[src/hdl/gpio_map.vh]
// register map, field positions and reset values of the pin port block
`ifndef GPIO_MAP_VH
`define GPIO_MAP_VH

// ----------------------------------------
// geometry
// ----------------------------------------
`define NUM_PINS 16
`define PINS_PER_GROUP 8

// ----------------------------------------
// address fields: addr[7:4] block, addr[3:0] register
// ----------------------------------------
`define GLOBAL_BLOCK 4'hf
`define REG_PIN_DATA 4'h0
`define REG_IO_GATE 4'h1
`define REG_PULL_CTRL 4'h2
`define REG_EDGE_FLAG 4'h3
`define REG_EDGE_CTRL 4'h4
`define REG_FILTER_EN 4'h5
`define REG_PERIPH_SEL 4'h6
`define REG_ALT_FUNC 4'h7
`define REG_FILTER_CLK 4'h0
`define REG_GROUP_SUM 4'h1

// ----------------------------------------
// fields of the filter clock control register
// ----------------------------------------
`define CLK_SRC_LSB 0
`define KEY_CFG_LSB 2
`define CLK_DIV_LSB 4
`define DBG_RUN_BIT 8
`define FILTER_CLK_MASK 9'h1ff

// ----------------------------------------
// key reset combinations on group 0
// ----------------------------------------
`define KEY_OFF 2'h0
`define KEY_PINS_1_0 2'h1
`define KEY_PINS_2_0 2'h2
`define KEY_PINS_3_0 2'h3
`define KEY_MASK_1_0 8'h03
`define KEY_MASK_2_0 8'h07
`define KEY_MASK_3_0 8'h0f

// ----------------------------------------
// reset values
// ----------------------------------------
`define RST_BITS16 16'h0000
`define RST_BITS32 32'h00000000
`define RST_FILTER_CLK 9'h000
`define RST_RDATA 16'h0000

`endif

[src/hdl/gpio_port_filter_irq_keyreset.v]
// pin port block: gpio control, glitch filter, edge events and key reset
//
// The address map and the strobed register port were left to the implementer.
`timescale 1ns/100ps
`include "gpio_map.vh"

module gpio_port_filter_irq_keyreset #(
  parameter [15:0] IMPL_PINS = 16'hffff,
  parameter [15:0] GPIO_CAP = 16'hffff,
  parameter [15:0] IRQ_CAP = 16'hffff
) (
  input wire clk,
  input wire rst,
  input wire [7:0] addr,
  input wire [15:0] wdata,
  input wire wr,
  input wire rd,
  output reg [15:0] rdata,
  input wire [15:0] pin_in,
  output reg [15:0] pin_out,
  output reg [15:0] pin_oe,
  output reg [15:0] pull_up_en,
  output reg [15:0] pull_down_en,
  input wire [15:0] periph_out,
  input wire [15:0] periph_oe,
  output reg [15:0] periph_in,
  output reg [31:0] alt_function_choice,
  input wire filter_sample_tick,
  input wire deep_sleep,
  input wire sample_clock_running,
  output reg irq,
  output reg key_reset_req
);

  // ----------------------------------------
  // helpers
  // ----------------------------------------
  // replace byte g of a 16-bit word, keeping positions outside msk
  function [15:0] put_byte;
    input [15:0] old;
    input grp;
    input [7:0] val;
    input [15:0] msk;
    reg [15:0] nv;
    begin
      nv = grp ? {val, old[7:0]} : {old[15:8], val};
      put_byte = (nv & msk) | (old & ~msk);
    end
  endfunction

  function [7:0] get_byte;
    input [15:0] v;
    input grp;
    begin
      get_byte = grp ? v[15:8] : v[7:0];
    end
  endfunction

  // spread a 16-bit pin mask over the two-bit alternate function fields
  function [31:0] widen2;
    input [15:0] m;
    integer i;
    begin
      widen2 = 32'h00000000;
      for (i = 0; i < 16; i = i + 1) begin
        widen2[2*i] = m[i];
        widen2[2*i+1] = m[i];
      end
    end
  endfunction

  localparam [15:0] CTRL_MASK = IMPL_PINS & GPIO_CAP;
  localparam [15:0] IRQ_MASK = CTRL_MASK & IRQ_CAP;

  // ----------------------------------------
  // registers
  // ----------------------------------------
  reg [15:0] out_level_bits_q;
  reg [15:0] input_gate_bits_q;
  reg [15:0] drive_enable_bits_q;
  reg [15:0] pull_enable_bits_q;
  reg [15:0] pull_direction_bits_q;
  reg [15:0] edge_event_flag_q;
  reg [15:0] edge_polarity_select_q;
  reg [15:0] edge_irq_enable_q;
  reg [15:0] glitch_filter_enable_q;
  reg [15:0] peripheral_select_q;
  reg [31:0] alt_function_q;
  reg [8:0] filter_clock_control_q;
  reg [15:0] sync1_q;
  reg [15:0] sync2_q;
  reg [15:0] sample_q;
  reg [15:0] filtered_q;
  reg [15:0] prev_level_q;

  wire grp_sel = addr[4];
  wire grp_hit = (addr[7:5] == 3'h0);
  wire glb_hit = (addr[7:4] == `GLOBAL_BLOCK);
  wire [3:0] reg_idx = addr[3:0];
  wire [15:0] byte_msk = grp_sel ? 16'hff00 : 16'h00ff;
  wire wr_grp = wr & grp_hit;

  // ----------------------------------------
  // pin level path
  // ----------------------------------------
  wire [15:0] gpio_mode = ~peripheral_select_q & CTRL_MASK;
  wire filter_bypass = deep_sleep & ~sample_clock_running;
  wire [15:0] use_filter = glitch_filter_enable_q & {16{~filter_bypass}};
  wire [15:0] raw_level = (use_filter & filtered_q) | (~use_filter & sync2_q);
  wire [15:0] both_on = input_gate_bits_q & drive_enable_bits_q;
  wire [15:0] seen_level = (both_on & out_level_bits_q) | (~both_on & raw_level);
  wire [15:0] pin_level_bits = seen_level & input_gate_bits_q & gpio_mode;
  wire [15:0] rise = pin_level_bits & ~prev_level_q;
  wire [15:0] fall = ~pin_level_bits & prev_level_q;
  wire [15:0] edge_hit = ((edge_polarity_select_q & fall) | (~edge_polarity_select_q & rise)) & gpio_mode & IRQ_MASK;
  wire [15:0] pending = edge_event_flag_q & edge_irq_enable_q;
  wire [1:0] group_event_summary = {|pending[15:8], |pending[7:0]};

  // ----------------------------------------
  // input synchroniser and glitch filter
  // ----------------------------------------
  always @(posedge clk) begin
    if (rst) begin
      sync1_q <= `RST_BITS16;
      sync2_q <= `RST_BITS16;
      sample_q <= `RST_BITS16;
      filtered_q <= `RST_BITS16;
      prev_level_q <= `RST_BITS16;
    end else begin
      sync1_q <= pin_in;
      sync2_q <= sync1_q;
      prev_level_q <= pin_level_bits;
      if (filter_sample_tick) begin
        sample_q <= sync2_q;
        // a level is taken only after two agreeing samples
        filtered_q <= (~(sync2_q ^ sample_q) & sync2_q) | ((sync2_q ^ sample_q) & filtered_q);
      end
    end
  end

  // ----------------------------------------
  // register writes
  // ----------------------------------------
  always @(posedge clk) begin
    if (rst) begin
      out_level_bits_q <= `RST_BITS16;
      input_gate_bits_q <= `RST_BITS16;
      drive_enable_bits_q <= `RST_BITS16;
      pull_enable_bits_q <= `RST_BITS16;
      pull_direction_bits_q <= `RST_BITS16;
      edge_event_flag_q <= `RST_BITS16;
      edge_polarity_select_q <= `RST_BITS16;
      edge_irq_enable_q <= `RST_BITS16;
      glitch_filter_enable_q <= `RST_BITS16;
      peripheral_select_q <= `RST_BITS16;
      alt_function_q <= `RST_BITS32;
      filter_clock_control_q <= `RST_FILTER_CLK;
    end else begin
      if (wr_grp && reg_idx == `REG_PIN_DATA) begin
        out_level_bits_q <= put_byte(out_level_bits_q, grp_sel, wdata[15:8], CTRL_MASK);
      end
      if (wr_grp && reg_idx == `REG_IO_GATE) begin
        input_gate_bits_q <= put_byte(input_gate_bits_q, grp_sel, wdata[15:8], CTRL_MASK);
        drive_enable_bits_q <= put_byte(drive_enable_bits_q, grp_sel, wdata[7:0], CTRL_MASK);
      end
      if (wr_grp && reg_idx == `REG_PULL_CTRL) begin
        pull_direction_bits_q <= put_byte(pull_direction_bits_q, grp_sel, wdata[15:8], CTRL_MASK);
        pull_enable_bits_q <= put_byte(pull_enable_bits_q, grp_sel, wdata[7:0], CTRL_MASK);
      end
      if (wr_grp && reg_idx == `REG_EDGE_FLAG) begin
        // a new edge in the clearing cycle keeps the flag set
        edge_event_flag_q <= (edge_event_flag_q & ~({wdata[7:0], wdata[7:0]} & byte_msk)) | edge_hit;
      end else begin
        edge_event_flag_q <= edge_event_flag_q | edge_hit;
      end
      if (wr_grp && reg_idx == `REG_EDGE_CTRL) begin
        edge_polarity_select_q <= put_byte(edge_polarity_select_q, grp_sel, wdata[15:8], IRQ_MASK);
        edge_irq_enable_q <= put_byte(edge_irq_enable_q, grp_sel, wdata[7:0], IRQ_MASK);
      end
      if (wr_grp && reg_idx == `REG_FILTER_EN) begin
        glitch_filter_enable_q <= put_byte(glitch_filter_enable_q, grp_sel, wdata[7:0], IMPL_PINS);
      end
      if (wr_grp && reg_idx == `REG_PERIPH_SEL) begin
        peripheral_select_q <= put_byte(peripheral_select_q, grp_sel, wdata[7:0], IMPL_PINS);
      end
      if (wr_grp && reg_idx == `REG_ALT_FUNC) begin
        if (grp_sel) begin
          alt_function_q <= ({wdata, alt_function_q[15:0]} & widen2(IMPL_PINS)) | (alt_function_q & ~widen2(IMPL_PINS) & 32'hffff0000);
        end else begin
          alt_function_q <= ({alt_function_q[31:16], wdata} & widen2(IMPL_PINS)) | (alt_function_q & ~widen2(IMPL_PINS) & 32'h0000ffff);
        end
      end
      if (wr && glb_hit && reg_idx == `REG_FILTER_CLK) begin
        filter_clock_control_q <= wdata[8:0] & `FILTER_CLK_MASK;
      end
    end
  end

  // ----------------------------------------
  // register reads, data one cycle after the strobe
  // ----------------------------------------
  reg [15:0] rd_mux;
  always @* begin
    rd_mux = 16'h0000;
    if (grp_hit) begin
      case (reg_idx)
        `REG_PIN_DATA: rd_mux = {get_byte(out_level_bits_q, grp_sel), get_byte(pin_level_bits, grp_sel)};
        `REG_IO_GATE: rd_mux = {get_byte(input_gate_bits_q, grp_sel), get_byte(drive_enable_bits_q, grp_sel)};
        `REG_PULL_CTRL: rd_mux = {get_byte(pull_direction_bits_q, grp_sel), get_byte(pull_enable_bits_q, grp_sel)};
        `REG_EDGE_FLAG: rd_mux = {8'h00, get_byte(edge_event_flag_q, grp_sel)};
        `REG_EDGE_CTRL: rd_mux = {get_byte(edge_polarity_select_q, grp_sel), get_byte(edge_irq_enable_q, grp_sel)};
        `REG_FILTER_EN: rd_mux = {8'h00, get_byte(glitch_filter_enable_q, grp_sel)};
        `REG_PERIPH_SEL: rd_mux = {8'h00, get_byte(peripheral_select_q, grp_sel)};
        `REG_ALT_FUNC: rd_mux = grp_sel ? alt_function_q[31:16] : alt_function_q[15:0];
        default: rd_mux = 16'h0000;
      endcase
    end else if (glb_hit) begin
      case (reg_idx)
        `REG_FILTER_CLK: rd_mux = {7'h00, filter_clock_control_q};
        `REG_GROUP_SUM: rd_mux = {14'h0000, group_event_summary};
        default: rd_mux = 16'h0000;
      endcase
    end
  end

  always @(posedge clk) begin
    if (rst) begin
      rdata <= `RST_RDATA;
    end else if (rd) begin
      rdata <= rd_mux;
    end else begin
      rdata <= `RST_RDATA;
    end
  end

  // ----------------------------------------
  // pad drive, pulls, peripheral routing
  // ----------------------------------------
  reg [7:0] key_mask;
  always @* begin
    case (filter_clock_control_q[`KEY_CFG_LSB+1:`KEY_CFG_LSB])
      `KEY_PINS_3_0: key_mask = `KEY_MASK_3_0;
      `KEY_PINS_2_0: key_mask = `KEY_MASK_2_0;
      `KEY_PINS_1_0: key_mask = `KEY_MASK_1_0;
      default: key_mask = 8'h00;
    endcase
  end

  wire [15:0] gpio_drive = gpio_mode & drive_enable_bits_q;
  wire [15:0] gpio_pull = gpio_mode & ~drive_enable_bits_q & pull_enable_bits_q;

  always @(posedge clk) begin
    if (rst) begin
      pin_out <= `RST_BITS16;
      pin_oe <= `RST_BITS16;
      pull_up_en <= `RST_BITS16;
      pull_down_en <= `RST_BITS16;
      periph_in <= `RST_BITS16;
      alt_function_choice <= `RST_BITS32;
      irq <= 1'b0;
      key_reset_req <= 1'b0;
    end else begin
      pin_oe <= (peripheral_select_q & IMPL_PINS & periph_oe) | gpio_drive;
      pin_out <= (peripheral_select_q & IMPL_PINS & periph_oe & periph_out) | (gpio_drive & out_level_bits_q);
      pull_up_en <= gpio_pull & pull_direction_bits_q;
      pull_down_en <= gpio_pull & ~pull_direction_bits_q;
      periph_in <= peripheral_select_q & IMPL_PINS & sync2_q;
      alt_function_choice <= alt_function_q;
      irq <= |pending;
      key_reset_req <= (|key_mask) & ((pin_level_bits[7:0] & key_mask) == 8'h00);
    end
  end

endmodule // gpio_port_filter_irq_keyreset

[config.mk]
export PLATFORM = sky130hd
export DESIGN_NAME = gpio_port_filter_irq_keyreset
export DESIGN_NICKNAME = d
export VERILOG_FILES = /design/src/hdl/gpio_port_filter_irq_keyreset.v
export VERILOG_INCLUDE_DIRS = /design/src /design/src/hdl
export SDC_FILE = /design/constraint.sdc
export NUM_CORES = 1
export LEC_CHECK = 0
export BUFFER_PORTS_ARGS = -buffer_cell sky130_fd_sc_hd__buf_4
export CORE_UTILIZATION = 29
export DETAILED_ROUTE_END_ITERATION = 10
export PLACE_DENSITY = 0.52
export SYNTH_ARGS = -nofsm -noshare
export SYNTH_HDL_FRONTEND = slang
export SYNTH_SLANG_ARGS = --single-unit
[constraint.sdc]
create_clock -name clk -period 3.2 [get_ports clk]
set_clock_uncertainty 0.1 [all_clocks]
set_input_delay 0.32 -clock clk [delete_from_list [all_inputs] [get_ports clk]]
set_output_delay 0.32 -clock clk [all_outputs]
set_load 0.01 [all_outputs]
Word-level counts from Yosys, hierarchy flattened. Index checks and enable logic that the tools add are counted. Widths: inputs -> output; s select.

Bitwise logic cells: 54. Equal/unequal tests: 11. Reductions and logical operators: 32. Multiplexer cells: 19.

Operators by type and width (number): $and 16x16->16 (27); $not 16->16 (10); $or 16x16->16 (8); $pmux 16 s8 (1); $mux 8 (11); $mux 16 (4); $reduce_and 2->1 (14); $reduce_or 8->1 (3); $pmux 9 s2 (1); $eq 4x3->1 const B (4); $reduce_or 16->1 (1); $xor 16x16->16 (1); $pmux 4 s3 (1); $logic_and 1x1->1 (10); $mux 9 (1); $and 8x8->8 (1); $eq 4x2->1 const B (2); $logic_not 8->1 (1); $eq 2x2->1 const B (2); $eq 4x1->1 const B (1); $eq 4x4->1 const B (1); $logic_not 4->1 (1); $not 1->1 (4); $and 1x1->1 (3); 3 further kinds (3).

Output and inout bits: 130. Bits in registers: 411. Input port bits: 79. Logic and storage cells: 152.

Logic depth before layout (Yosys ltp). Gate-level depths: netlist of run 1.

Depth in word-level cells: 18. Mapped depth: 8. Mapped depth without buffers: 5.

Worst setup path after synthesis of run 1. OpenSTA, ideal clock, no wires.

Path kind: input to register. Start point: in addr[3]. End point: reg edge_polarity_select_q[1]. Path slack: 1.203 ns. Setup time: 0.128 ns. Required time: 2.972 ns. Buffers on the path: 3. Data arrival time: 1.770 ns. Cell stages on the path: 7. Path through: buf_2 > or4b_1 > buf_2 > nor2_4 > buf_6 > mux2i_1 > nor2_1.

Cells in the longest elaborated chain, start to end: 3.

RTL lines: from (decl) (line gpio_port_filter_irq_keyreset.v:14) `input wire [7:0] addr,`; $eq 4x3->1; $logic_and 1x1->1 (no line); $reduce_and 2->1 (no line); to (signal assigned) (line gpio_port_filter_irq_keyreset.v:152) `` edge_polarity_select_q <= `RST_BITS16; ``; to (signal assigned) (line gpio_port_filter_irq_keyreset.v:177) `edge_polarity_select_q <= put_byte(edge_polarity_select_q, grp_sel, wdata[15:8], IRQ_MASK);`; to (decl) (line gpio_port_filter_irq_keyreset.v:84) `reg [15:0] edge_polarity_select_q;`.

Every way passes these cells. A chain may end at the register's enable or synchronous reset.

Worst setup path after layout of run 1.
Start point: in sample_clock_running. End point: reg key_reset_req.

Cells in the longest elaborated chain, start to end: 14. Elaborated cells on any way between the ends: 15. Those cells by class: 14 x bitwise; 1 x reduce/logical.

RTL lines: from (decl) (line gpio_port_filter_irq_keyreset.v:30) `input wire sample_clock_running,`; $not 1->1 (*) (line gpio_port_filter_irq_keyreset.v:107) `wire filter_bypass = deep_sleep & ~sample_clock_running;`; $and 1x1->1 (*) (line gpio_port_filter_irq_keyreset.v:107); $not 1->1 (*) (line gpio_port_filter_irq_keyreset.v:108) `wire [15:0] use_filter = glitch_filter_enable_q & {16{~filter_bypass}};`; $and 16x16->16 (*) (line gpio_port_filter_irq_keyreset.v:108); $not 16->16 (line gpio_port_filter_irq_keyreset.v:109) `wire [15:0] raw_level = (use_filter & filtered_q) | (~use_filter & sync2_q);`; $and 16x16->16 (line gpio_port_filter_irq_keyreset.v:109); $or 16x16->16 (*) (line gpio_port_filter_irq_keyreset.v:109); $and 16x16->16 (*) (line gpio_port_filter_irq_keyreset.v:111) `wire [15:0] seen_level = (both_on & out_level_bits_q) | (~both_on & raw_level);`; $or 16x16->16 (*) (line gpio_port_filter_irq_keyreset.v:111); $and 16x16->16 (*) (2 in a row) (line gpio_port_filter_irq_keyreset.v:112) `wire [15:0] pin_level_bits = seen_level & input_gate_bits_q & gpio_mode;`; $and 8x8->8 (*) (line gpio_port_filter_irq_keyreset.v:270) `key_reset_req <= (|key_mask) & ((pin_level_bits[7:0] & key_mask) == 8'h00);`; $logic_not 8->1 (*) (line gpio_port_filter_irq_keyreset.v:270); $and 1x1->1 (*) (line gpio_port_filter_irq_keyreset.v:270); to (signal assigned) (line gpio_port_filter_irq_keyreset.v:270); to (decl) (line gpio_port_filter_irq_keyreset.v:32) `output reg key_reset_req`.

Every way passes the cells marked *; elsewhere a longest branch is shown, timed or not.

==> metrics.md, run 1 <==
| Metric | Value |
|---|---|
| Status | `complete, no violations` |
| Clock Power Share | `51.3%` |
| Fmax | `0.356 GHz` |
| Switching Share | `22.8%` |
| Max VDD drop | `357 uV` |
| DRC violations left | `0` |
| CP max FO | `16` |
| Die width | `241 microns` |
| # Post-CTS Setup Buffers | `0` |
| Arrival @ worst endpoint | `3080 ps` |
| Pwr dens | `552 nW/um^2` |
| Post-DRT Antenna Nets | `0` |
| RD Place Congestion | `0.933` |
| Cell Int Power | `9.08 mW` |
| TritonCTS clock tree | `done` |
| DR vias | `14808` |
| Clock Root Buffer | `clkbuf_16` |
| Max-Cap Viols | `0` |
| Fin. Hold Viols | `0` |
| I/O pin cnt | `209` |
| Netlist cell types | `60` |
| Vias per cell | `5.15` |
| Final WS setup | `390 ps` |
| Synthesized flop and latch total | `411` |
| Number of global-route vias before repair | `14103` |
| Max_slew headroom | `19.7%` |
| Max Slew Vio Count | `0` |
| Cells after synthesis | `1852` |
| Post-CTS sizing | `0` |
| Worst-margin pin slew | `1170 ps` |
| Final-stage net count | `2160` |
| Row count | `87` |
| Worst Path Required | `3470 ps` |
| # setup viols final | `0` |
| Sequential cell area fraction in the yosys report | `49.7%` |
| Pre-CTS WS | `-35.7 ps` |
| Top post-synthesis cells by count | `dfxtp_1 (411), nand2_1 (230), nor2_1 (190), mux2i_1 (167), a21oi_1 (163)` |
| Leak Pwr | `7.91 nW` |
| Ys async rst share | `0%` |
| Final design utilization | `37.8%` |
| Crit Path Class | `in -> reg` |
| Share of cells above drive strength 1 | `18.4%` |
| CP top delay family | `compound AO/OA/AOI/OAI gates` |
| Synth top area share | `49.7%` |
| Core Box Area | `56400 sq um` |
| Largest net degree at the start of global routing | `191` |
| Clk slew on worst S/H paths | `60 ps` |
| Crit-path cells | `buf_4 -> nand2b_1 -> a31oi_1 -> a21oi_1 -> a211o_1 -> a2111oi_0` |
| # port buffers | `208` |
| Sequential power share | `43.9%` |
| Initial core utilization | `29.4%` |
| Slowest stage delay, CP | `980 ps` |
| CP endpoint kind | `register` |
| Antenna diode count | `0` |
| Final min period | `2810 ps` |
| Fin crit share | `87.8%` |
| Fin Hold WS | `32.6 ps` |
| CTS buffer count | `48` |
| Buf+Inv Stages, Crit Path | `1` |
| Number of synthesis warnings | `0` |
| Worst setup SP type | `input pin` |
| Routed len/inst | `24.8 microns` |
| Top FF cell, synth | `dfxtp_1` |
| Die Span Y | `241 microns` |
| Number of synthesized flops with an enable pin | `0` |
| Total iterations of the first detailed-routing run | `6` |
| Die Footprint | `58100 sq um` |
| Biggest area consumer among synthesized cells | `dfxtp_1` |
| Most area-consuming cells after synthesis | `dfxtp_1 (50%), mux2i_1 (10%), nand2_1 (5.2%), a21oi_1 (4.9%), nor2_1 (4.3%)` |
| Routed Wire Length | `71300 microns` |
| 1st-iter DRT viols | `1458` |
| Clk_lat worst skew | `580 ps` |
| Clk sink count | `411` |
| H-tree depth | `2` |
| Syn Area/Cell | `8.94 sq um` |
| Worst Hold Class | `in -> reg` |
| Cell with the most instances after synthesis | `dfxtp_1` |
| Psw | `2.68 mW` |
| Synthesis-to-layout area growth | `28.6%` |
| Gr usage total | `24.1%` |
| DP Wirelength | `49200 microns` |
| Clock Path Buffers | `3` |
| Filler cell count | `5783` |
| Logic pwr share | `4.8%` |
| Post-Syn Nets | `1931` |
| Antenna violations before repair | `3` |
| GR Overflow Total | `0` |
| Synthesized area | `16600 sq um` |
| First-pass GRT wire length | `100000 microns` |
| Unrepaired setup endpoints after global routing | `no` |
| CP max stage cell | `a2111oi_0` |
## kinds of logic (layout without fill, tap and decap cells)
family / count (synthesis) / in the layout / synth area share [%]
AO/OA/AOI/OAI: 356 / 356 / 13.1
buffers and inverters: 165 / 432 / 4.21
flip-flops: 411 / 411 / 49.7
multiplexers: 184 / 184 / 11.2
AND/OR/NAND/NOR: 736 / 736 / 21.7
## area by class of cell
| type | instances | area, sq um | share of cell area, % |
|---|---|---|---|
| clock buffer | 62 | 1370 | 6.41 |
| sequential | 411 | 8230 | 38.6 |
| timing repair buffer | 324 | 2620 | 12.3 |
| multi-input combinational | 1276 | 7690 | 36.1 |
| inverter | 20 | 75.1 | 0.353 |
| tap | 756 | 946 | 4.44 |
| clock inverter | 26 | 377 | 1.77 |
## final timing paths
path / from / slack [ps] / end / depth (start not counted)
setup / recovery: sample_clock_running / 390 / key_reset_req$_SDFF_PP0_ / 6
hold / removal: wdata[11] / 30 / out_level_bits_q[3]$_SDFFE_PP0P_ / 3
setup reg to reg: peripheral_select_q[3]$_SDFFE_PP0P_ / 500 / key_reset_req$_SDFF_PP0_ / 4
hold reg to reg: sync1_q[11]$_SDFF_PP0_ / 330 / sync2_q[11]$_SDFF_PP0_ / 1
## state kept, by name (all words and copies together), names as in the netlist, 9 cells and up, named ones only
signal / count
sync2_q: 16
peripheral_select_q: 16
glitch_filter_enable_q: 16
input_gate_bits_q: 16
pull_up_en: 16
pin_out: 16
pull_down_en: 16
pull_direction_bits_q: 16
pull_enable_bits_q: 16
sync1_q: 16
filter_clock_control_q: 9
alt_function_q: 32
edge_event_flag_q: 16
drive_enable_bits_q: 16
edge_polarity_select_q: 16
alt_function_choice: 32
out_level_bits_q: 16
edge_irq_enable_q: 16
sample_q: 16
rdata: 16
periph_in: 16
prev_level_q: 16
pin_oe: 16
## metrics by stage
stage	cells	power, mW	area [sq um]	TNS [ps]
2_1_floorplan	1852	5.52	16600	0
3_3_place_gp	2731	5.78	19000	-83.3
3_5_place_dp	2731	5.78	19000	-35.7
4_1_cts	2875	11.8	21300	0
5_1_grt	2875	12.1	21300	0
6_report	2875	11.8	21300	0
## repair_timing
item / in CTS / in global routing
hold buffers: 56 / 0
setup endpoints to repair: 0 / 0
endpoints found under the hold margin: 76 / 0
## worst min-delay path: cells and delay by family
kind / cells / cell delay (ps)
compound gates: 1 / 50
buf+inv: 1 / 200
simple gates: 1 / 90
## power groups by stage
stage	Clock, mW	Sequential [mW]	Combinational, mW
5_1_grt	6.32	5.17	0.584
4_1_cts	6.12	5.17	0.557
3_5_place_dp	0	5.28	0.504
6_report	6.03	5.17	0.563
2_1_floorplan	0	5.27	0.247
3_3_place_gp	0	5.28	0.503
## placed cells by master, fill, tap and decap left out, types with 9 or more instances in the layout
master	instances
dfxtp_1	411
buf_4	264
nand2_1	230
nor2_1	189
mux2i_1	167
a21oi_1	163
nand3_1	85
nor2b_1	82
dlygate4sd3_1	56
o21ai_0	49
clkbuf_16	49
nand3b_1	47
a22oi_1	35
inv_1	20
and2_1	20
nor3_1	18
o31ai_1	18
a21o_1	17
mux2_2	17
nor3b_1	16
nand2b_1	14
a31oi_1	11
o22ai_1	11
clkinv_2	11
bufinv_16	9
clkbuf_8	9
## routing by layer
layer	global-route usage [%]	vias up	wire [microns]
met5	0	-	0
met4	7.83	0	2160
met3	3.35	103	4120
met2	38.0	576	32200
met1	33.6	7278	32800
li1	-	6851	-
(Power assumes the default switching activity.)
==> run 2: changes to the inputs <==
- CELL_PAD_IN_SITES_DETAIL_PLACEMENT: default -> 0
- CELL_PAD_IN_SITES_GLOBAL_PLACEMENT: default -> 1
- PLACE_DENSITY: 0.52 -> 0.62
==> metrics.md, run 2 (same netlist as run 1, synthesis figures left out) <==
| Metric | Value |
|---|---|
| Antenna diode count | `0 (unchanged)` |
| I/O pin cnt | `209 (unchanged)` |
| CP startpoint | `addr[4] (was sample_clock_running)` |
| WL met2 | `33000 microns (was 32200 microns)` |
| 1st-iter DRT viols | `1239 (was 1458)` |
| Highest metal used | `met4 (unchanged)` |
| Worst Path Required | `3490 ps (was 3470 ps)` |
| Sequential power share | `43.5% (was 43.9%)` |
| # setup viols final | `0 (unchanged)` |
| Routed length on met1 | `32700 microns (was 32800 microns)` |
| Antenna violations before repair | `0 (was 3)` |
| Setup_tns | `0 ps (unchanged)` |
| H-tree depth | `2 (unchanged)` |
| Clock Root Buffer | `clkbuf_16 (unchanged)` |
| # Post-CTS Setup Buffers | `0 (unchanged)` |
| Fin Hold WS | `30.6 ps (was 32.6 ps)` |
| Clock Power Share | `51.6% (was 51.3%)` |
| Largest regs | `alt_function_choice (32), alt_function_q (32) (unchanged)` |
| Post-DRT Antenna Nets | `0 (unchanged)` |
| Psw | `2.71 mW (was 2.68 mW)` |
| Endpoint, Worst Hold | `input_gate_bits_q[10]$_SDFFE_PP0P_ (was out_level_bits_q[3]$_SDFFE_PP0P_)` |
| Total iterations of the first detailed-routing run | `6 (unchanged)` |
| Die width | `241 microns (unchanged)` |
| Clk sink count | `411 (unchanged)` |
| # port buffers | `208 (unchanged)` |
| Routed Wire Length | `72000 microns (was 71300 microns)` |
| Crit Path Class | `in -> reg (unchanged)` |
| Fmax | `0.400 GHz (was 0.356 GHz)` |
| Number of global-route vias before repair | `14213 (was 14103)` |
| Hold Path Cell Cnt | `3 (unchanged)` |
| Status | `complete, no violations (unchanged)` |
| Clk_lat worst skew | `590 ps (was 580 ps)` |
| Worst setup SP type | `input pin (unchanged)` |
| Metal3 WL | `4210 microns (was 4120 microns)` |
| Largest net degree at the start of global routing | `155 (was 191)` |
| Most frequent cells in the layout | `dfxtp_1 (411), buf_4 (258), nand2_1 (230), nor2_1 (189), mux2i_1 (167) (was dfxtp_1 (411), buf_4 (264), nand2_1 (230), nor2_1 (189), mux2i_1 (167))` |
| Initial core utilization | `29.4% (unchanged)` |
| First-pass GRT wire length | `101000 microns (was 100000 microns)` |
| Die Span Y | `241 microns (unchanged)` |
| R2R depth | `4 (unchanged)` |
| Reg-to-reg endpoint | `rdata[11]$_SDFF_PP0_ (was key_reset_req$_SDFF_PP0_)` |
| Fin. Hold Viols | `0 (unchanged)` |
| GR Overflow Total | `0 (unchanged)` |
| DRC violations left | `0 (unchanged)` |
| Arrival @ worst endpoint | `2780 ps (was 3080 ps)` |
| FF-to-FF setup slack | `1010 ps (was 500 ps)` |
| Hold path start | `wdata[10] (was wdata[11])` |
| RD Place Congestion | `0.908 (was 0.933)` |
| DP Wirelength | `48700 microns (was 49200 microns)` |
| Worst Hold Class | `in -> reg (unchanged)` |
| TritonCTS clock tree | `done (unchanged)` |
| Vias per cell | `5.16 (was 5.15)` |
| Cell Int Power | `9.16 mW (was 9.08 mW)` |
| Final min period | `2500 ps (was 2810 ps)` |
| Routed len/inst | `25.0 microns (was 24.8 microns)` |
| Commonest non-fill, non-tap cell in the layout | `dfxtp_1 (unchanged)` |
| Max Slew Vio Count | `0 (unchanged)` |
| Core Box Area | `56400 sq um (unchanged)` |
| Unrepaired setup endpoints after global routing | `no (unchanged)` |
| Final-stage net count | `2162 (was 2160)` |
| Reg2reg start | `edge_polarity_select_q[3]$_SDFFE_PP0P_ (was peripheral_select_q[3]$_SDFFE_PP0P_)` |
| Fin crit share | `78.0% (was 87.8%)` |
| Switching Share | `22.8% (about the same)` |
| Synthesis-to-layout area growth | `29.1% (was 28.6%)` |
| Pwr dens | `556 nW/um^2 (was 552 nW/um^2)` |
| Die Footprint | `58100 sq um (unchanged)` |
| Clk slew on worst S/H paths | `60 ps (about the same)` |
| DR vias | `14852 (was 14808)` |
| Logic pwr share | `4.8% (about the same)` |
| Max VDD drop | `364 uV (was 357 uV)` |
| Worst-margin pin slew | `1330 ps (was 1170 ps)` |
| Max-Cap Viols | `0 (unchanged)` |
| Clock Path Buffers | `3 (unchanged)` |
| Share of cells above drive strength 1 | `18.0% (was 18.4%)` |
| Max_slew headroom | `9.29% (was 19.7%)` |
| CP max FO | `30 (was 16)` |
| CP endpoint kind | `register (unchanged)` |
| Gr usage total | `24.4% (was 24.1%)` |
| CTS buffer count | `48 (unchanged)` |
| Leak Pwr | `7.94 nW (was 7.91 nW)` |
| Row count | `87 (unchanged)` |
## run 2: changes by cell type in the layout (fill, tap and decap cells not counted), sizes merged
cell / change
buf: -5
clkbuf: +5
clkinv: -2
clkinvlp: -1
dlygate4sd3: +7
inv: -1
## run 2: how the worst max path moves through the flow
stage / endpoint / slack, ps
global route: rdata[2]$_SDFF_PP0_ / 630
detailed placement: rdata[11]$_SDFF_PP0_ / 120
floorplan: edge_polarity_select_q[1]$_SDFFE_PP0P_ / 1200
CTS: rdata[11]$_SDFF_PP0_ / 740
global placement: rdata[11]$_SDFF_PP0_ / 100
finish: rdata[11]$_SDFF_PP0_ / 700
## run 2: power groups by stage
stage                     sequential (mW)  clock, mW  combinational [mW]
after detailed placement             5.28          0               0.510
final                                5.17       6.13               0.575
after CTS                            5.17       6.24               0.568
after floorplan                      5.27          0               0.247
after global placement               5.28          0               0.508
after global routing                 5.17       6.48               0.597
## run 2: per-layer routing
metal	GRT usage, %	vias to the layer above
li1	-	6867
met1	33.2	7347
met2	39.2	524
met3	4.03	114
met4	7.67	0
met5	0	-
## run 2: repair_timing
item / 4_1_cts / 5_1_grt
resized for setup: 0 / 0
endpoints found under the hold margin: 72 / 0
hold buffers: 63 / 0
## run 2: worst max-delay path, stage by stage
cell and delay [ps]:
buf_4 420, inv_1 140, buf_4 300, a21oi_1 190
o21ai_0 80, a2111oi_0 1110, a211oi_1 160
## run 2: through the flow
stage | total power [mW] | area, sq um | util [%] | std cells | worst slack, ps
after global routing | 12.2 | 21400 | 37.9 | 2878 | 631
after CTS | 12.0 | 21400 | 37.9 | 2878 | 739
after detailed placement | 5.79 | 19000 | 33.6 | 2726 | 122
final | 11.9 | 21400 | 37.9 | 2878 | 702
after floorplan | 5.52 | 16600 | - | 1852 | 1200
after global placement | 5.79 | 19000 | 33.6 | 2726 | 102
## run 2: layout make-up
cell class	instances	area, sq um
clock buffer	67	1420
clock inverter	22	363
fill	5731	35000
inverter	20	75.1
multi-input combinational	1276	7690
sequential	411	8230
tap	756	946
timing repair buffer	326	2660
==> run 3: changes to the inputs <==
- ABC_AREA: default -> 1
- PLACE_DENSITY: 0.62 -> 0.67
- clock period: 3.2 -> 2.2 ns (I/O delays scaled with it)
==> metrics.md, run 3 <==
| Metric | Value |
|---|---|
| Vias per cell | `4.86 (was 5.16)` |
| Antenna diode count | `0 (unchanged)` |
| DR vias | `15687 (was 14852)` |
| Max_slew headroom | `49.3% (was 9.29%)` |
| Fin. Hold Viols | `0 (unchanged)` |
| # port buffers | `208 (unchanged)` |
| Most area-consuming cells after synthesis | `dfxtp_1 (51%), nand2_1 (9.8%), o21ai_0 (7.7%), nand3_1 (5.8%), a21oi_1 (5.8%) (was dfxtp_1 (50%), mux2i_1 (10%), nand2_1 (5.2%), a21oi_1 (4.9%), nor2_1 (4.3%))` |
| Unrepaired setup endpoints after global routing | `no (unchanged)` |
| Largest regs | `alt_function_choice (32), alt_function_q (32) (unchanged)` |
| Crit-path cells | `inv_1 -> nand2_1 -> nand3_1 -> nand2_1 -> nor3_1 -> nand2_1 -> nand2_1 -> nand2_1 (was buf_4 -> inv_1 -> buf_4 -> a21oi_1 -> o21ai_0 -> a2111oi_0 -> a211oi_1)` |
| GR Overflow Total | `0 (unchanged)` |
| Max Slew Vio Count | `0 (unchanged)` |
| Clk slew on worst S/H paths | `60 ps (about the same)` |
| Register area | `8230 sq um (unchanged)` |
| DP Wirelength | `45900 microns (was 48700 microns)` |
| Cell total after placement | `3080 (was 2726)` |
| Clock Root Buffer | `clkbuf_16 (unchanged)` |
| Slowest stage delay, CP | `480 ps (was 1110 ps)` |
| Final design utilization | `38.3% (was 37.9%)` |
| I/O pin cnt | `209 (unchanged)` |
| CP top delay family | `simple AND/OR/NAND/NOR gates (was compound AO/OA/AOI/OAI gates)` |
| Fmax | `0.545 GHz` |
| First-pass GRT wire length | `94800 microns (was 101000 microns)` |
| Clk_lat worst skew | `590 ps (about the same)` |
| Max-Cap Viols | `0 (unchanged)` |
| TritonCTS clock tree | `done (unchanged)` |
| Worst Path Required | `2570 ps (was 3490 ps)` |
| Post-Syn Nets | `2255 (was 1931)` |
| Initial core utilization | `29.3% (was 29.4%)` |
| Synthesis-to-layout area growth | `30.7% (was 29.1%)` |
| Most used cell along the critical path | `nand2_1 (was buf_4)` |
| Post-DRT Antenna Nets | `0 (unchanged)` |
| Clock Path Buffers | `3 (unchanged)` |
| # setup viols final | `0 (unchanged)` |
| Final WS setup | `364 ps (was 702 ps)` |
| Clk sink count | `411 (unchanged)` |
| Cell with the most instances after synthesis | `nand2_1 (was dfxtp_1)` |
| Buf+Inv Stages, Crit Path | `1 (was 3)` |
| RD Place Congestion | `0.898 (was 0.908)` |
| Pwr dens | `782 nW/um^2 (was 556 nW/um^2)` |
| Sequential cell area fraction in the yosys report | `50.9% (was 49.7%)` |
| Number of synthesis warnings | `0 (unchanged)` |
| CP max stage cell | `dfxtp_1 (was a2111oi_0)` |
| Leak Pwr | `8.43 nW (was 7.94 nW)` |
| DRC violations left | `0 (unchanged)` |
| Max VDD drop | `498 uV (was 364 uV)` |
| Number of synthesized flops with an enable pin | `0 (unchanged)` |
| Synthesized flop and latch total | `411 (unchanged)` |
| Netlist cell types | `33 (was 60)` |
| Largest net degree at the start of global routing | `148 (was 155)` |
| Non-Filler Instances | `3229 (was 2878)` |
| Arrival @ worst endpoint | `2210 ps (was 2780 ps)` |
| Commonest non-fill, non-tap cell in the layout | `nand2_1 (was dfxtp_1)` |
| Die Span Y | `238 microns (was 241 microns)` |
| Row count | `86 (was 87)` |
| Final-stage net count | `2524 (was 2162)` |
| Gr usage total | `22.4% (was 24.4%)` |
| Pre-CTS WS | `135 ps (was 122 ps)` |
| CP endpoint kind | `register (unchanged)` |
| Final min period | `1840 ps` |
| Filler cell count | `5814 (was 5731)` |
| H-tree depth | `2 (unchanged)` |
| Worst setup SP type | `register (was input pin)` |
| CP max FO | `6 (was 30)` |
| Worst Hold Class | `in -> reg (unchanged)` |
| Biggest area consumer among synthesized cells | `dfxtp_1 (unchanged)` |
| Worst-margin pin slew | `760 ps (was 1330 ps)` |
| 1st-iter DRT viols | `1304 (was 1239)` |
| # Post-CTS Setup Buffers | `0 (unchanged)` |
| Routed len/inst | `19.9 microns (was 25.0 microns)` |
| Setup_tns | `0 ps (unchanged)` |
| Most frequent cells in the layout | `nand2_1 (420), dfxtp_1 (411), buf_4 (264), o21ai_0 (250), nor2_1 (246) (was dfxtp_1 (411), buf_4 (258), nand2_1 (230), nor2_1 (189), mux2i_1 (167))` |
| Synth top area share | `50.9% (was 49.7%)` |
| Die width | `238 microns (was 241 microns)` |
| Syn Area/Cell | `7.42 sq um (was 8.94 sq um)` |
| Post-CTS sizing | `0 (unchanged)` |
| Area of the multi-input gates | `6650 sq um (was 7690 sq um)` |
| CTS buffer count | `45 (was 48)` |
| Ys async rst share | `0% (unchanged)` |
| Top post-synthesis cells by count | `nand2_1 (420), dfxtp_1 (411), o21ai_0 (250), nor2_1 (246), inv_1 (188) (was dfxtp_1 (411), nand2_1 (230), nor2_1 (190), mux2i_1 (167), a21oi_1 (163))` |
| Share of cells above drive strength 1 | `16.0% (was 18.0%)` |
| Status | `complete, no violations (unchanged)` |
| Antenna violations before repair | `1 (was 0)` |
| Crit Path Class | `reg -> reg (was in -> reg)` |
| Synthesized area | `16100 sq um (was 16600 sq um)` |
| Cells after synthesis | `2176 (was 1852)` |
| Number of global-route vias before repair | `14766 (was 14213)` |
| Top FF cell, synth | `dfxtp_1 (unchanged)` |
| Fin crit share | `83.5%` |
| Routed Wire Length | `64400 microns (was 72000 microns)` |
| Die Footprint | `56600 sq um (was 58100 sq um)` |
| Total iterations of the first detailed-routing run | `5 (was 6)` |
| Core Box Area | `55100 sq um (was 56400 sq um)` |
run 3: cell count changes after synthesis, sizes merged, moves of 17 or more:
cell    change
a21o       -17
a21oi      +23
a22oi      -35
and2       -20
clkbuf     -21
inv       +174
mux2       -17
mux2i     -167
nand2     +194
nand3     +105
nand3b     -41
nor2       +60
nor2b      -82
o21ai     +238
run 3: what timing repair did:
action / 4_1_cts / 5_1_grt
setup endpoints to repair: 0 / 0
hold buffers: 66 / 0
hold endpoints to repair: 164 / 0
run 3: logic make-up after synthesis:
family | count (synthesis) | synth area share (%)
AO/OA/AOI/OAI | 529 | 17.2
buffers and inverters | 320 | 7.86
flip-flops | 411 | 50.9
AND/OR/NAND/NOR | 916 | 24.0
run 3: metrics by stage:
stage / area, sq um / power, mW / hold slack (ps)
floorplan: 16100 / 8.07 / 227
global placement: 18900 / 8.46 / 293
detailed placement: 18900 / 8.47 / 292
CTS: 21100 / 16.7 / 14.7
global route: 21100 / 17.1 / 80.1
finish: 21100 / 16.5 / 48.1
run 3: layout make-up:
cell class              count  area share (%)
clock buffers              56            6.02
clock inverters            27            1.48
inverters                 196            3.50
multi-input cells        1445            31.5
flip-flops and latches    411            39.0
well taps                 748            4.44
repair buffers            346            14.0
run 3: worst register-to-register path: cells and delay by family (launching register included):
family / cells / cell delay (ps)
AND/OR/NAND/NOR: 7 / 850
flip-flops: 1 / 480
buffers and inverters: 1 / 300
run 3: path summary, 6_finish.rpt:
check	start	endpoint	slack (ps)	cells past startpoint
max	peripheral_select_q[9]$_SDFFE_PP0P_	rdata[1]$_SDFF_PP0_	360	8
min	addr[3]	edge_polarity_select_q[3]$_SDFFE_PP0P_	50	6
max reg2reg	peripheral_select_q[9]$_SDFFE_PP0P_	rdata[1]$_SDFF_PP0_	360	8
min reg2reg	sync1_q[0]$_SDFF_PP0_	sync2_q[0]$_SDFF_PP0_	290	2
run 3: report_power, final:
part	leakage, nW	internal (mW)	switching [mW]
logic	4.34	0.318	0.546
clock network	0.776	4.82	3.29
registers	3.32	7.50	0.0378
run 3: layer usage:
metal / track usage (%) / share of wire (%) / wire length, microns / vias to the layer above
met5: 0 / 0 / 0 / -
met4: 7.13 / 2.7 / 1760 / 0
met3: 3.54 / 5.5 / 3570 / 95
met2: 36.1 / 46 / 29500 / 506
met1: 30.6 / 46 / 29600 / 7425
li1: - / - / - / 7661
